<file path="src/inc/mfit_defs.vh">
// constants for the multifunction i/o, interrupt and timer block
`ifndef MFIT_DEFS_VH
`define MFIT_DEFS_VH

// ****************************************
// command addresses
// ****************************************
`define MFIT_A_RXBUF 4'h0
`define MFIT_A_XIN 4'h1
`define MFIT_A_VEC 4'h2
`define MFIT_A_STAT 4'h3
`define MFIT_A_DISC 4'h4
`define MFIT_A_RATE 4'h5
`define MFIT_A_TXBUF 4'h6
`define MFIT_A_OUT 4'h7
`define MFIT_A_MASK 4'h8
`define MFIT_A_TMR1 4'h9
`define MFIT_A_TMR5 4'hD

// ****************************************
// discrete command bits
// ****************************************
`define MFIT_DISC_RST 0
`define MFIT_DISC_BRK 1
`define MFIT_DISC_X17 2
`define MFIT_DISC_ACKEN 3

// ****************************************
// sync-time status bits on the data bus
// ****************************************
`define MFIT_SYNC_ACK 0
`define MFIT_SYNC_WO 1

// ****************************************
// status byte bit positions
// ****************************************
`define MFIT_ST_FRAME 0
`define MFIT_ST_OVR 1
`define MFIT_ST_RXD 2
`define MFIT_ST_RXL 3
`define MFIT_ST_TXE 4
`define MFIT_ST_IRQ 5
`define MFIT_ST_BIT 6
`define MFIT_ST_START 7

// ****************************************
// interrupt slots, highest priority first
// ****************************************
`define MFIT_IRQ_T1 0
`define MFIT_IRQ_T2 1
`define MFIT_IRQ_EXT_SENSOR_IN 2
`define MFIT_IRQ_T3 3
`define MFIT_IRQ_RXL 4
`define MFIT_IRQ_TXE 5
`define MFIT_IRQ_T4 6
`define MFIT_IRQ_T5 7

// restart byte: 11 slot 111
`define MFIT_VEC_HI 2'h3
`define MFIT_VEC_LO 3'h7

// ****************************************
// reset values
// ****************************************
`define MFIT_RST_OUT_N 8'hFF
`define MFIT_RST_MASK 8'h00
`define MFIT_RST_RATE 3'h5

// ****************************************
// timing
// ****************************************
`define MFIT_CLK_MHZ 100
`define MFIT_CLK_HZ 100000000
`define MFIT_TICK_US 64
`define MFIT_TICK_CYC (`MFIT_TICK_US * `MFIT_CLK_MHZ)
`define MFIT_BAUD0 200
`define MFIT_BAUD1 300
`define MFIT_BAUD2 600
`define MFIT_BAUD3 1200
`define MFIT_BAUD4 2400
`define MFIT_BAUD5 9600
`define MFIT_BIT_CYC0 (`MFIT_CLK_HZ / `MFIT_BAUD0)
`define MFIT_BIT_CYC1 (`MFIT_CLK_HZ / `MFIT_BAUD1)
`define MFIT_BIT_CYC2 (`MFIT_CLK_HZ / `MFIT_BAUD2)
`define MFIT_BIT_CYC3 (`MFIT_CLK_HZ / `MFIT_BAUD3)
`define MFIT_BIT_CYC4 (`MFIT_CLK_HZ / `MFIT_BAUD4)
`define MFIT_BIT_CYC5 (`MFIT_CLK_HZ / `MFIT_BAUD5)

`endif

</file>
<file path="src/hw/mfit_uart_rx.v">
// asynchronous serial receiver, one start, eight data, one stop bit
`timescale 1ns/1ns
module mfit_uart_rx #(
    parameter CW = 20
) (
    // clock and reset
    input wire clk,
    input wire rst_n,
    // serial line, already synchronised
    input wire rxd,
    input wire [CW-1:0] bit_cyc,
    // received character
    output reg [7:0] rx_data,
    output reg rx_done,
    output reg rx_ferr,
    // detector states
    output wire start_det,
    output wire bit_det
);

    localparam [1:0] ST_IDLE = 2'h0;
    localparam [1:0] ST_START = 2'h1;
    localparam [1:0] ST_DATA = 2'h2;
    localparam [1:0] ST_STOP = 2'h3;

    reg [1:0] st_q;
    reg [CW-1:0] cnt_q;
    reg [2:0] bits_q;
    reg [7:0] sh_q;

    assign start_det = (st_q == ST_START);
    assign bit_det = (st_q == ST_DATA);

    // ****************************************
    // receive sequencer
    // ****************************************
    always @(posedge clk or negedge rst_n) begin
        if (!rst_n) begin
            st_q <= ST_IDLE;
            cnt_q <= {CW{1'b0}};
            bits_q <= 3'h0;
            sh_q <= 8'h00;
            rx_data <= 8'h00;
            rx_done <= 1'b0;
            rx_ferr <= 1'b0;
        end else begin
            rx_done <= 1'b0;
            case (st_q)
                ST_IDLE: begin
                    if (!rxd) begin
                        cnt_q <= bit_cyc >> 1;
                        st_q <= ST_START;
                    end
                end
                ST_START: begin
                    if (cnt_q != {CW{1'b0}}) begin
                        cnt_q <= cnt_q - 1'b1;
                    end else if (!rxd) begin
                        cnt_q <= bit_cyc - 1'b1;
                        bits_q <= 3'h0;
                        st_q <= ST_DATA;
                    end else begin
                        st_q <= ST_IDLE;
                    end
                end
                ST_DATA: begin
                    if (cnt_q != {CW{1'b0}}) begin
                        cnt_q <= cnt_q - 1'b1;
                    end else begin
                        sh_q <= {rxd, sh_q[7:1]};
                        cnt_q <= bit_cyc - 1'b1;
                        if (bits_q == 3'h7) begin
                            st_q <= ST_STOP;
                        end else begin
                            bits_q <= bits_q + 1'b1;
                        end
                    end
                end
                // stop bit checked, character handed on
                ST_STOP: begin
                    if (cnt_q != {CW{1'b0}}) begin
                        cnt_q <= cnt_q - 1'b1;
                    end else begin
                        rx_data <= sh_q;
                        rx_ferr <= ~rxd;
                        rx_done <= 1'b1;
                        st_q <= ST_IDLE;
                    end
                end
                default: begin
                    st_q <= ST_IDLE;
                end
            endcase
        end
    end

endmodule

</file>
<file path="src/hw/mfit_top.v">
// multifunction i/o block: timers, interrupt unit, ports and serial link
//
// Chosen here: the address map and the plain strobed port.
`timescale 1ns/1ns
`include "mfit_defs.vh"
module mfit_top #(
    parameter TICK_CYC = `MFIT_TICK_CYC,
    parameter BIT_CYC0 = `MFIT_BIT_CYC0,
    parameter BIT_CYC1 = `MFIT_BIT_CYC1,
    parameter BIT_CYC2 = `MFIT_BIT_CYC2,
    parameter BIT_CYC3 = `MFIT_BIT_CYC3,
    parameter BIT_CYC4 = `MFIT_BIT_CYC4,
    parameter BIT_CYC5 = `MFIT_BIT_CYC5
) (
    // clock and reset
    input wire clk,
    input wire rst_n,
    // host command port
    input wire ce,
    input wire [3:0] addr,
    input wire [7:0] wr_data,
    input wire wr,
    input wire rd,
    input wire sync,
    output reg [7:0] rd_data_q,
    output reg irq_q,
    output reg wo_status_q,
    // parallel ports
    input wire [7:0] ext_in_port,
    input wire ext_sensor_in,
    output reg [7:0] ext_out_port_n_q,
    // serial line
    input wire rxd,
    output reg txd_q
);

    localparam CW = 20;
    localparam [31:0] TICK_M1 = TICK_CYC - 1;
    localparam [12:0] TICK_LAST = TICK_M1[12:0];

    // ****************************************
    // reset release and pin synchronisers
    // ****************************************
    reg rst_m_q;
    reg rst_s_n;
    always @(posedge clk or negedge rst_n) begin
        if (!rst_n) begin
            rst_m_q <= 1'b0;
            rst_s_n <= 1'b0;
        end else begin
            rst_m_q <= 1'b1;
            rst_s_n <= rst_m_q;
        end
    end

    reg [9:0] pin_m_q;
    reg [9:0] pin_s_q;
    always @(posedge clk or negedge rst_s_n) begin
        if (!rst_s_n) begin
            pin_m_q <= 10'h3FF;
            pin_s_q <= 10'h3FF;
        end else begin
            pin_m_q <= {rxd, ext_sensor_in, ext_in_port};
            pin_s_q <= pin_m_q;
        end
    end
    wire [7:0] xin_s = pin_s_q[7:0];
    wire ext_sensor_in_s = pin_s_q[8];
    wire rxd_s = pin_s_q[9];

    // ****************************************
    // command decode
    // ****************************************
    // address commands decode only with enable; sync and the acknowledge read work without it
    wire wr_ok = wr & ce;
    wire rd_ok = rd & ce;
    wire wr_disc = wr_ok && (addr == `MFIT_A_DISC);
    wire wr_rate = wr_ok && (addr == `MFIT_A_RATE);
    wire wr_txb = wr_ok && (addr == `MFIT_A_TXBUF);
    wire wr_out = wr_ok && (addr == `MFIT_A_OUT);
    wire wr_mask = wr_ok && (addr == `MFIT_A_MASK);
    wire rd_rxb = rd_ok && (addr == `MFIT_A_RXBUF);
    wire rd_stat = rd_ok && (addr == `MFIT_A_STAT);
    wire soft_rst = wr_disc && wr_data[`MFIT_DISC_RST];

    function [2:0] first_set;
        input [7:0] v;
        integer i;
        begin
            first_set = 3'h7;
            for (i = 7; i >= 0; i = i - 1) begin
                if (v[i]) begin
                    first_set = i[2:0];
                end
            end
        end
    endfunction

    // ****************************************
    // control registers
    // ****************************************
    reg brk_q;
    reg x17_en_q;
    reg ack_en_q;
    reg [7:0] mask_q;
    reg [2:0] rate_q;
    reg ack_q;
    reg irq_ack_status_rd;
    always @(posedge clk or negedge rst_s_n) begin
        if (!rst_s_n) begin
            brk_q <= 1'b0;
            x17_en_q <= 1'b0;
            ack_en_q <= 1'b0;
            mask_q <= `MFIT_RST_MASK;
            rate_q <= `MFIT_RST_RATE;
            ext_out_port_n_q <= `MFIT_RST_OUT_N;
            ack_q <= 1'b0;
            wo_status_q <= 1'b0;
        end else begin
            if (wr_disc) begin
                brk_q <= wr_data[`MFIT_DISC_BRK];
                x17_en_q <= wr_data[`MFIT_DISC_X17];
                ack_en_q <= wr_data[`MFIT_DISC_ACKEN];
            end
            // lowest set bit of the low six selects baud
            if (wr_rate && (wr_data[5:0] != 6'h00)) begin
                rate_q <= first_set({2'h0, wr_data[5:0]});
            end
            // port changes only on a load-output command
            if (wr_out) begin
                ext_out_port_n_q <= ~wr_data;
            end
            if (wr_mask) begin
                mask_q <= wr_data;
            end
            if (sync) begin
                ack_q <= wr_data[`MFIT_SYNC_ACK];
                wo_status_q <= wr_data[`MFIT_SYNC_WO];
            end else if (rd) begin
                ack_q <= 1'b0;
            end
        end
    end

    reg [CW-1:0] bit_cyc;
    always @* begin
        case (rate_q)
            3'h0: bit_cyc = BIT_CYC0[CW-1:0];
            3'h1: bit_cyc = BIT_CYC1[CW-1:0];
            3'h2: bit_cyc = BIT_CYC2[CW-1:0];
            3'h3: bit_cyc = BIT_CYC3[CW-1:0];
            3'h4: bit_cyc = BIT_CYC4[CW-1:0];
            default: bit_cyc = BIT_CYC5[CW-1:0];
        endcase
    end

    // ****************************************
    // timer prescaler and interval timers
    // ****************************************
    reg [12:0] pre_q;
    reg tick_q;
    // shared divider for the 64 us tick
    always @(posedge clk or negedge rst_s_n) begin
        if (!rst_s_n) begin
            pre_q <= 13'h0000;
            tick_q <= 1'b0;
        end else begin
            tick_q <= (pre_q == TICK_LAST);
            if (pre_q == TICK_LAST) begin
                pre_q <= 13'h0000;
            end else begin
                pre_q <= pre_q + 1'b1;
            end
        end
    end

    wire [4:0] tfire;
    genvar g;
    generate
        for (g = 0; g < 5; g = g + 1) begin : tmr
            localparam [31:0] TA_W = `MFIT_A_TMR1 + g;
            localparam [3:0] TA = TA_W[3:0];
            reg [7:0] cnt_q;
            reg act_q;
            reg fire_q;
            wire load = wr_ok && (addr == TA);
            assign tfire[g] = fire_q;
            always @(posedge clk or negedge rst_s_n) begin
                if (!rst_s_n) begin
                    cnt_q <= 8'h00;
                    act_q <= 1'b0;
                    fire_q <= 1'b0;
                end else begin
                    fire_q <= 1'b0;
                    // a nonzero load restarts the count, a zero load fires at once
                    if (load) begin
                        cnt_q <= wr_data;
                        act_q <= (wr_data != 8'h00);
                        fire_q <= (wr_data == 8'h00);
                    // one step per tick while running
                    end else if (tick_q && act_q) begin
                        cnt_q <= cnt_q - 1'b1;
                        if (cnt_q == 8'h01) begin
                            act_q <= 1'b0;
                            fire_q <= 1'b1;
                        end
                    end
                end
            end
        end
    endgenerate

    // ****************************************
    // serial receiver
    // ****************************************
    wire [7:0] rx_data;
    wire rx_done;
    wire rx_ferr;
    wire start_det;
    wire bit_det;
    mfit_uart_rx #(
        .CW(CW)
    ) u_rx (
        .clk(clk),
        .rst_n(rst_s_n),
        .rxd(rxd_s),
        .bit_cyc(bit_cyc),
        .rx_data(rx_data),
        .rx_done(rx_done),
        .rx_ferr(rx_ferr),
        .start_det(start_det),
        .bit_det(bit_det)
    );

    reg [7:0] rxbuf_q;
    reg rxl_q;
    reg ovr_q;
    reg ferr_q;
    // receive flags, a setting event beats a clear
    always @(posedge clk or negedge rst_s_n) begin
        if (!rst_s_n) begin
            rxbuf_q <= 8'h00;
            rxl_q <= 1'b0;
            ovr_q <= 1'b0;
            ferr_q <= 1'b0;
        end else begin
            if (rx_done) begin
                rxbuf_q <= rx_data;
                ferr_q <= rx_ferr;
                rxl_q <= 1'b1;
            end else if (rd_rxb || soft_rst) begin
                rxl_q <= 1'b0;
            end
            if (rx_done && rxl_q && !rd_rxb) begin
                ovr_q <= 1'b1;
            end else if (rd_stat || soft_rst) begin
                ovr_q <= 1'b0;
            end
        end
    end

    // ****************************************
    // serial transmitter
    // ****************************************
    reg [7:0] txbuf_q;
    reg txe_q;
    reg [9:0] tsh_q;
    reg [3:0] tbits_q;
    reg [CW-1:0] tcnt_q;
    reg txe_ev;
    wire tx_idle = (tbits_q == 4'h0);
    always @(posedge clk or negedge rst_s_n) begin
        if (!rst_s_n) begin
            txbuf_q <= 8'h00;
            txe_q <= 1'b1;
            tsh_q <= 10'h3FF;
            tbits_q <= 4'h0;
            tcnt_q <= {CW{1'b0}};
            txe_ev <= 1'b0;
            txd_q <= 1'b1;
        end else begin
            txe_ev <= 1'b0;
            txd_q <= brk_q ? 1'b0 : tsh_q[0];
            if (soft_rst) begin
                txe_q <= 1'b1;
                tsh_q <= 10'h3FF;
                tbits_q <= 4'h0;
            end else if (tx_idle && !txe_q) begin
                // frame: start low, data lsb first, stop high
                tsh_q <= {1'b1, txbuf_q, 1'b0};
                tbits_q <= 4'hA;
                tcnt_q <= bit_cyc - 1'b1;
                txe_q <= wr_txb ? 1'b0 : 1'b1;
                txe_ev <= 1'b1;
            end else if (!tx_idle) begin
                if (tcnt_q != {CW{1'b0}}) begin
                    tcnt_q <= tcnt_q - 1'b1;
                end else begin
                    tsh_q <= {1'b1, tsh_q[9:1]};
                    tbits_q <= tbits_q - 1'b1;
                    tcnt_q <= bit_cyc - 1'b1;
                end
            end
            if (wr_txb) begin
                txbuf_q <= wr_data;
                if (!soft_rst) begin
                    txe_q <= 1'b0;
                end
            end
        end
    end

    // ****************************************
    // interrupt register, mask and priority
    // ****************************************
    reg ext_sensor_in_p_q;
    reg x7_p_q;
    reg [7:0] pend_q;
    always @(posedge clk or negedge rst_s_n) begin
        if (!rst_s_n) begin
            // match synchroniser reset level, no false edge
            ext_sensor_in_p_q <= 1'b1;
            x7_p_q <= 1'b1;
        end else begin
            ext_sensor_in_p_q <= ext_sensor_in_s;
            x7_p_q <= xin_s[7];
        end
    end

    // slot order fixed by source wiring
    wire [7:0] src;
    assign src[`MFIT_IRQ_T1] = tfire[0];
    assign src[`MFIT_IRQ_T2] = tfire[1];
    assign src[`MFIT_IRQ_EXT_SENSOR_IN] = ext_sensor_in_s & ~ext_sensor_in_p_q;
    assign src[`MFIT_IRQ_T3] = tfire[2];
    assign src[`MFIT_IRQ_RXL] = rx_done;
    assign src[`MFIT_IRQ_TXE] = txe_ev;
    assign src[`MFIT_IRQ_T4] = tfire[3];
    // input bit 7 shares the last slot when enabled
    assign src[`MFIT_IRQ_T5] = tfire[4] | (x17_en_q & xin_s[7] & ~x7_p_q);

    // mask gates pending bits into priority
    wire [7:0] live = pend_q & mask_q;
    // lowest index wins while it stays pending
    wire [2:0] win = first_set(live);
    // restart byte from the winning slot
    wire [7:0] vec = {`MFIT_VEC_HI, win, `MFIT_VEC_LO};

    // acknowledge read, only with acknowledge enabled
    always @* begin
        irq_ack_status_rd = rd & ack_q & ack_en_q;
    end
    wire vec_rd = irq_ack_status_rd | (rd_ok && (addr == `MFIT_A_VEC));

    reg [7:0] pend_d;
    reg [7:0] clr;
    always @* begin
        clr = 8'h00;
        // reported slot cleared by vector read
        if (vec_rd && (live != 8'h00)) begin
            clr[win] = 1'b1;
        end
        if (soft_rst) begin
            clr = 8'hFF;
        end
        pend_d = (pend_q & ~clr) | src;
    end

    always @(posedge clk or negedge rst_s_n) begin
        if (!rst_s_n) begin
            pend_q <= 8'h00;
            irq_q <= 1'b0;
        end else begin
            pend_q <= pend_d;
            irq_q <= |(pend_d & (wr_mask ? wr_data : mask_q));
        end
    end

    // ****************************************
    // read data
    // ****************************************
    always @(posedge clk or negedge rst_s_n) begin
        if (!rst_s_n) begin
            rd_data_q <= 8'h00;
        end else if (irq_ack_status_rd) begin
            rd_data_q <= vec;
        end else if (rd_ok) begin
            case (addr)
                `MFIT_A_RXBUF: rd_data_q <= rxbuf_q;
                `MFIT_A_XIN: rd_data_q <= xin_s;
                `MFIT_A_VEC: rd_data_q <= vec;
                `MFIT_A_STAT: rd_data_q <= {start_det, bit_det, irq_q,
                    txe_q, rxl_q, rxd_s, ovr_q, ferr_q};
                default: rd_data_q <= 8'h00;
            endcase
        end else begin
            rd_data_q <= 8'h00;
        end
    end

endmodule

</file>
<file path="config.mk">
export PLATFORM = sky130hd
export DESIGN_NAME = mfit_top
export DESIGN_NICKNAME = d
export VERILOG_FILES = /design/src/hw/mfit_uart_rx.v /design/src/hw/mfit_top.v
export VERILOG_INCLUDE_DIRS = /design/src /design/src/inc
export SDC_FILE = /design/constraint.sdc
export NUM_CORES = 1
export LEC_CHECK = 0
export BUFFER_PORTS_ARGS = -buffer_cell sky130_fd_sc_hd__buf_2
export CORE_ASPECT_RATIO = 0.9
export CORE_MARGIN = 2
export CORE_UTILIZATION = 45
export CTS_CLUSTER_DIAMETER = 50
export DETAILED_ROUTE_END_ITERATION = 8
export SYNTH_ARGS = -nofsm -noshare
export SYNTH_HDL_FRONTEND = slang
export SYNTH_SLANG_ARGS = --single-unit
</file>
<file path="constraint.sdc">
create_clock -name clk -period 7.05 [get_ports clk]
set_input_delay 0.3525 -clock clk [delete_from_list [all_inputs] [get_ports clk]]
set_output_delay 0.3525 -clock clk [all_outputs]
set_load 0.05 [all_outputs]
</file>
==> results of run 1 <==
[routing by layer]
layer	vias up	share of wire (%)	wire, µm	global-route usage, %
met2	180	44	11900	32.5
met5	-	0	0	0
met1	4340	50	13700	31.7
met4	0	2.0	536	4.88
li1	4280	-	-	-
met3	40	4.0	1090	2.85
[flip-flops by register name, summed over array words and instances (netlist names), 9 cells and up, named ones only]
register	flops
pin_s_q	10
u_rx.cnt_q	20
tmr.cnt_q	40
pin_m_q	10
tcnt_q	20
pre_q	13
tsh_q	9
[cell type report]
class | count | area (µm²)
Timing Repair Buffer | 63 | 398
Clock buffer | 34 | 786
Inverter | 46 | 173
Multi-Input combinational cell | 864 | 5270
Clock inverter | 18 | 161
Tap cell | 342 | 428
Sequential cell | 227 | 5740
Fill cell | 2325 | 12000
[worst register-to-register path: stages (launching register included)]
cell and delay (ns):
dfrtp_1 0.40, inv_1 0.07, ha_1 0.15, nor3b_1 0.56
nor2b_1 0.77, a21o_1 0.70, nor2_1 0.20, a31o_2 0.29
a21oi_1 0.13
[cell usage in the layout, fill, tap and decap left out, types with 9 or more instances in the layout]
master	instances
xnor2_1	35
inv_1	45
buf_2	46
nor2_1	88
nor4_1	17
nor2b_1	18
dfstp_2	43
xor2_1	23
nand2_1	178
dlygate4sd3_1	11
o21ai_1	14
nand2b_1	9
a211oi_1	11
dfrtp_1	183
a22o_1	14
mux2_2	39
nor3_1	37
o22ai_1	9
o21ai_0	118
ha_1	25
mux2i_1	11
nand3_1	31
a21oi_1	52
clkbuf_16	30
[cells in the mapped netlist (9+ instances only)]
library cell and number:
o21ai_1 14, a22o_1 14, inv_1 45, nor3_1 37, mux2i_1 11, clkbuf_1 46
nand2b_1 9, dfrtp_1 184, mux2_2 39, nand2_1 178, xnor2_1 35, nor4_1 18
a21oi_1 52, xor2_1 23, nor2_1 88, nand3_1 31, ha_1 25, o22ai_1 9
dfstp_2 43, o21ai_0 118, a211oi_1 11, nor2b_1 18
[power breakdown]
part | internal, µW | total (µW) | switching (µW)
Combinational | 452 | 1090 | 640
Sequential | 1600 | 1860 | 263
Clock | 846 | 1450 | 599
[path summary, 6_finish.rpt]
check                      startpoint        endpoint  slack [ns]
max                        tbits_q[0]      tcnt_q[17]        3.70
min                              sync           ack_q        0.04
max reg2reg                tbits_q[0]      tcnt_q[17]        3.70
min reg2reg                   rst_s_n  u_rx.cnt_q[14]        0.35
max in group asynchronous     rst_s_n       mask_q[0]        5.32
min in group asynchronous       rst_n         rst_m_q        0.16
[stage by stage]
step,power (µW),cells
finish,4390,1594
global route,4660,1594
CTS,4420,1594
detailed placement,2950,1531
global placement,2930,1531
floorplan,2660,1191
[cell families (layout without fill, tap and decap cells)]
kind of cell / count (synthesis) / count (layout) / share of synthesized area, %
compound gates: 288 / 288 / 15.8
xor+xnor: 58 / 58 / 4.46
fa+ha+maj: 25 / 25 / 2.75
buf+inv: 100 / 161 / 3.42
flops: 227 / 227 / 50.4
mux: 50 / 50 / 4.82
other cells: 1 / 1 / 0.0329
simple gates: 442 / 442 / 18.4
[what timing repair did]
item                                    in CTS  in global routing
buffers inserted                             0                  0
hold buffers                                11                  0
hold endpoints to repair                    12                  0
endpoints found under the setup margin       0                  0
==> impl_summary.txt, run 1 <==
----------------------------------------------------
[Run status]
  Status ... finished, final reports clean

[Synthesis]
  Number of library cell types mapped by synthesis ... 70
  Async SR Flop Fraction ... 100%
  Synth Register Bits ... 227
  Synth top area cells ... dfrtp_1 40%, dfstp_2 9.9%, nand2_1 5.9%
  Mean Syn Cell Area ... 9.56 µm²
  Post-synthesis cell count ... 1191
  Syn Nets ... 1244
  Cell taking the most area after synthesis ... dfrtp_1
  Part of the Yosys area used for sequential elements ... 50.4%
  Portion of synthesized cell area occupied by the leading cell type ... 40.4%
  Cell area after technology mapping ... 11400 µm²
  Post-synth EDFFs ... 0
  Number of warnings printed during yosys synthesis ... 0
  Primary FF master, synth ... dfrtp_1

[Global routing]
  Global Route Usage Sum ... 21.1%
  Largest net degree at the start of global routing ... 182
  Number of global-route vias before repair ... 8503
  Antenna violations before repair ... 0
  Total global routing overflow ... 0
  Global-route wire length before repair ... 45100 µm

[Floorplanning]
  Die extent in x ... 172 µm
  Effective utilization at floorplan ... 45.6%
  Row count ... 55
  Die Area ... 26600 µm²
  Die span in y ... 155 µm
  I/O Pins ... 47
  Area inside the core boundary ... 25000 µm²

[Worst hold path]
  Worst hold-check path type ... input pin to flop
  Worst hold path stage count ... 2

[Route]
  Number of iterations in the first detailed-routing pass ... 5
  Detail Route Antenna Nets ... 0
  Overall via count from detail_route ... 8840
  DRC marker count from the first detailed-route iteration ... 697
  Vias per cell ... 5.55
  Post-detailed-route wirelength per cell ... 17.0 µm
  # DRC ... 0
  Total length of routed wires ... 27200 µm

[Layout]
  Net count of the finished layout ... 1284
  Final core area utilization ... 51.8%
  Post-Layout Inst Area ... 13000 µm²
  Share of layout cells above drive strength 1 ... 16.1%
  Diodes inserted ... 0
  Layout overhead on the synthesized area ... 13.8%

[Worst setup path]
  WP buf/inv ... 1
  Critical path data arrival time ... 3.81 ns
  Number of cells on the worst reg-to-reg path ... 8
  Cells traversed along the worst timing path ... inv_1 > ha_1 > nor3b_1 > nor2b_1 > a21o_1 > nor2_1 > a31o_2 > a21oi_1
  Worst setup EP type ... flop
  Crit-path leading delay family ... simple AND/OR/NAND/NOR gates
  CP max FO ... 29
  Launching element type of the critical path ... flop
  Logic depth of the worst setup path including buffers ... 8
  Highest cell delay on the worst timing path ... 0.77 ns
  Slowest stage cell on the critical path ... nor2b_1
  Critical setup path kind ... flop to flop
  WP data required ... 7.51 ns

[Clocking]
  Clock Path Buffers ... 3
  Clock tree from TritonCTS ... done
  # H-tree levels ... 1
  Clock root cell ... clkbuf_16
  CTS sink cnt ... 227
  Cts bufs inserted ... 29
  Count of instances resized after the clock tree is built ... 0
  Clock Pin Slew Worst Setup and Hold Paths ... 0.06 ns
  Worst skew pair latency ... 0.54 ns

[Placement]
  Detail Placement HPWL ... 17800 µm
  Worst setup slack before clock tree synthesis ... 3.75 ns
  Placed cell areas ... 11900 µm²
  Final Wtd Congestion ... 0.871
  Port Buf Inserts ... 46

[STA]
  Worst Tran Pin Value ... 1.17 ns
  Maximum clock frequency ... 0.299 GHz
  Final hold viol count ... 0
  Fin. max-slew vios ... 0
  Count of endpoints failing setup in the final report ... 0
  Crit share post-route ... 47.5%
  Rel. slew slack ... 21.9%
  Post-Route Hold Slack ... 0.0399 ns
  Worst clock skew ... 0.0140 ns
  Final critical path time including I/O delays and setup ... 3.35 ns
  Total Neg Setup Slack ... 0 ns
  RSZ-0062 raised after global routing ... false
  Worst path setup slack after routing ... 3.70 ns

[Power]
  Cell area power density ... 339 nW/µm²
  Leak Pwr ... 0.00552 µW
  IR Drop Worst-Case VDD ... 0.000201 V

[Run]
  Max-cap violations ... 0

----------------------------------------------------
Power figures use the tool's default switching activity.
==> run 2: changes to the inputs <==
- clock period: 7.05 -> 3.09 ns (I/O delays scaled with it)
==> run 2 against run 1 <==
Worst hold slack lost 0.0053 ns. First-iteration DRC count grew 1.4%. Cell area grew 2.6%. Cell count grew 2.2%. Clock power grew 140%. Critical path depth shrank 3. Via count grew 0.98%. Core utilization grew 1.3 points. Critical endpoint is now u_rx.cnt_q[11]. Register-to-register slack lost 3.2 ns. Combinational power grew 130%. Highest routed layer unchanged. Sequential cell count is the same.
==> impl_summary.txt, run 2 (same netlist as run 1, synthesis figures left out) <==
----------------------------------------------------
[Layout]
  Most common library cell in the layout ignoring fill and taps ... dfrtp_1
  Layout overhead on the synthesized area ... 16.7%
  Diodes inserted ... 0 (unchanged)
  Area taken by multi-input logic gates ... 5270 µm² (unchanged)
  Final-layout fill cell count ... 2248 (-3.3%)
  Most frequent cells in the layout ... 183 x dfrtp_1, 178 x nand2_1, 118 x o21ai_0
  Largest reg by FF count ... tmr.cnt_q
  Largest registers ranked by flip-flop count ... tmr.cnt_q: 40 flops, tcnt_q: 20 flops, u_rx.cnt_q: 20 flops
  Flip-flop count of the largest register, all copies and words added ... 40 (unchanged)
  Post-Layout Inst Area ... 13300 µm² (+2.6%)
  Net count of the finished layout ... 1316 (+2.5%)
  Footprint of the flip-flops and latches ... 5740 µm² (unchanged)
  Finished Layout Cells ... 1629 (+2.2%)
  Share of layout cells above drive strength 1 ... 17.2% (+1.1 points)
  Final core area utilization ... 53.2% (+1.3 points)

[Route]
  Detail Route Antenna Nets ... 0 (unchanged)
  Routed wire length on met2 ... 12200 µm (+2.5%)
  Routed wl met3 ... 1260 µm (+16%)
  Total length of routed wires ... 27500 µm (+1.4%)
  DRC marker count from the first detailed-route iteration ... 707 (+1.4%)
  Overall via count from detail_route ... 8927 (+0.98%)
  Post-detailed-route wirelength per cell ... 16.9 µm (-0.81%)
  Highest layer used for signal routing ... met4
  # DRC ... 0 (unchanged)
  Routed metal-1 wirelength ... 13400 µm (-1.9%)
  Number of iterations in the first detailed-routing pass ... 5 (unchanged)
  Vias per cell ... 5.48 (-1.2%)

[STA]
  Final critical path time including I/O delays and setup ... 2.56 ns (-0.794 ns)
  Worst Tran Pin Value ... 0.918 ns (-0.249 ns)
  Count of endpoints failing setup in the final report ... 0 (unchanged)
  Fin. max-slew vios ... 0 (unchanged)
  Final hold viol count ... 0 (unchanged)
  Rel. slew slack ... 38.6% (+17 points)
  RSZ-0062 raised after global routing ... false
  Crit share post-route ... 82.7% (+35 points)
  Maximum clock frequency ... 0.391 GHz (+31%)
  Total Neg Setup Slack ... 0 ns (unchanged)
  Worst clock skew ... 0.0183 ns (+0.00426 ns)

[Worst setup path]
  CP max FO ... 22 (-24%)
  Launching element type of the critical path ... flop
  WP buf/inv ... 0 (-1)
  Crit-path leading delay family ... compound AO/OA/AOI/OAI gates
  Critical setup path kind ... flop to flop
  Reg2reg setup slack ... 0.53 ns (-3.17 ns)
  WP data required ... 3.52 ns (-3.99 ns)
  Number of cells on the worst reg-to-reg path ... 5 (-3)
  Cells traversed along the worst timing path ... or4_4 > or3_4 > o32a_4 > a221o_1 > a32o_1
  Startpoint of the worst register-to-register path ... u_rx.cnt_q[8]
  Critical path data arrival time ... 2.99 ns (-0.82 ns)
  Highest cell delay on the worst timing path ... 0.58 ns (-0.19 ns)
  Logic depth of the worst setup path including buffers ... 5 (-3)
  Slowest stage cell on the critical path ... or4_4
  Worst setup EP type ... flop
  Beginning of the critical path ... u_rx.cnt_q[8]

[Floorplanning]
  I/O Pins ... 47 (unchanged)
  Effective utilization at floorplan ... 45.6% (unchanged)
  Die span in y ... 155 µm (unchanged)
  Die Area ... 26600 µm² (unchanged)
  Die extent in x ... 172 µm (unchanged)
  Row count ... 55 (unchanged)
  Area inside the core boundary ... 25000 µm² (unchanged)

[Clocking]
  Post-CTS Repair Setup Buffers ... 0 (unchanged)
  Worst skew pair latency ... 0.55 ns (about the same)
  CTS sink cnt ... 227 (unchanged)
  # H-tree levels ... 1 (unchanged)
  Cts bufs inserted ... 30 (+3.4%)
  Clock tree from TritonCTS ... done
  Count of instances resized after the clock tree is built ... 0 (unchanged)
  Clock Path Buffers ... 3 (unchanged)
  Hold buffer count at CTS ... 19 (+8)
  Clock Pin Slew Worst Setup and Hold Paths ... 0.06 ns (about the same)
  Clock root cell ... clkbuf_16

[Placement]
  Number of placed instances with taps included ... 1554 (+1.5%)
  Port Buf Inserts ... 46 (unchanged)
  Placed cell areas ... 12100 µm² (+1.7%)
  Final Wtd Congestion ... 0.885 (+1.6%)
  Detail Placement HPWL ... 18300 µm (+3.2%)

[Global routing]
  Antenna violations before repair ... 0 (unchanged)
  Total global routing overflow ... 0 (unchanged)
  Global-route wire length before repair ... 46100 µm (+2.1%)
  Largest net degree at the start of global routing ... 69 (-62%)
  Global Route Usage Sum ... 21.5% (+0.35 points)
  Number of global-route vias before repair ... 8745 (+2.8%)

[Worst hold path]
  Worst hold path stage count ... 4 (+2)
  Worst min-delay path startpoint ... addr[2]
  Worst hold-check path type ... input pin to flop

[Power]
  IR Drop Worst-Case VDD ... 0.000389 V (+94%)
  Cell area power density ... 770 nW/µm² (+130%)
  Leak Pwr ... 0.00569 µW (+3.1%)

[Run]
  Max-cap violations ... 0 (unchanged)

[Run status]
  Status ... finished, final reports clean

----------------------------------------------------
[run 2: where the power goes]
group	internal, µW	total [µW]	switching, µW
Combinational	1080	2560	1470
Sequential	3640	4240	601
Clock	2100	3420	1330
Total	6820	10200	3400
[run 2: worst register-to-register path: cells and delay by family, from the launching register on]
family / cells / cell delay (ns)
simple gates: 2 / 0.93
flops: 1 / 0.43
compound gates: 3 / 1.08
[run 2: cell type report]
| type | instances | share of cell area (%) |
|---|---|---|
| clock buffers | 43 | 6.41 |
| inverters | 46 | 1.30 |
| well taps | 342 | 3.22 |
| flip-flops and latches | 227 | 43.2 |
| multi-input cells | 864 | 39.7 |
| clock inverters | 13 | 1.12 |
| repair buffers | 94 | 5.09 |
[run 2: routing by layer]
metal,vias to the layer above,track usage [%]
met4,0,6.01
met3,54,3.00
met5,-,0
met2,193,33.4
met1,4325,31.5
li1,4355,-
[run 2: worst paths after layout]
kind	end
setup reg to reg	u_rx.cnt_q[11]
hold reg to reg	pin_s_q[3]
max in group asynchronous	tsh_q[2]
min in group asynchronous	pre_q[12]
hold / removal	rd_data_q[7]
setup / recovery	u_rx.cnt_q[11]
[run 2: stage by stage]
stage	total power, µW	setup slack, ns	hold WS (ns)
after floorplan	6080	0.684	-0.141
after global placement	6750	0.578	-0.0592
after detailed placement	6790	0.550	-0.0592
after CTS	10300	0.542	0.000905
after global routing	10800	0.348	0.0510
final	10200	0.534	0.0346
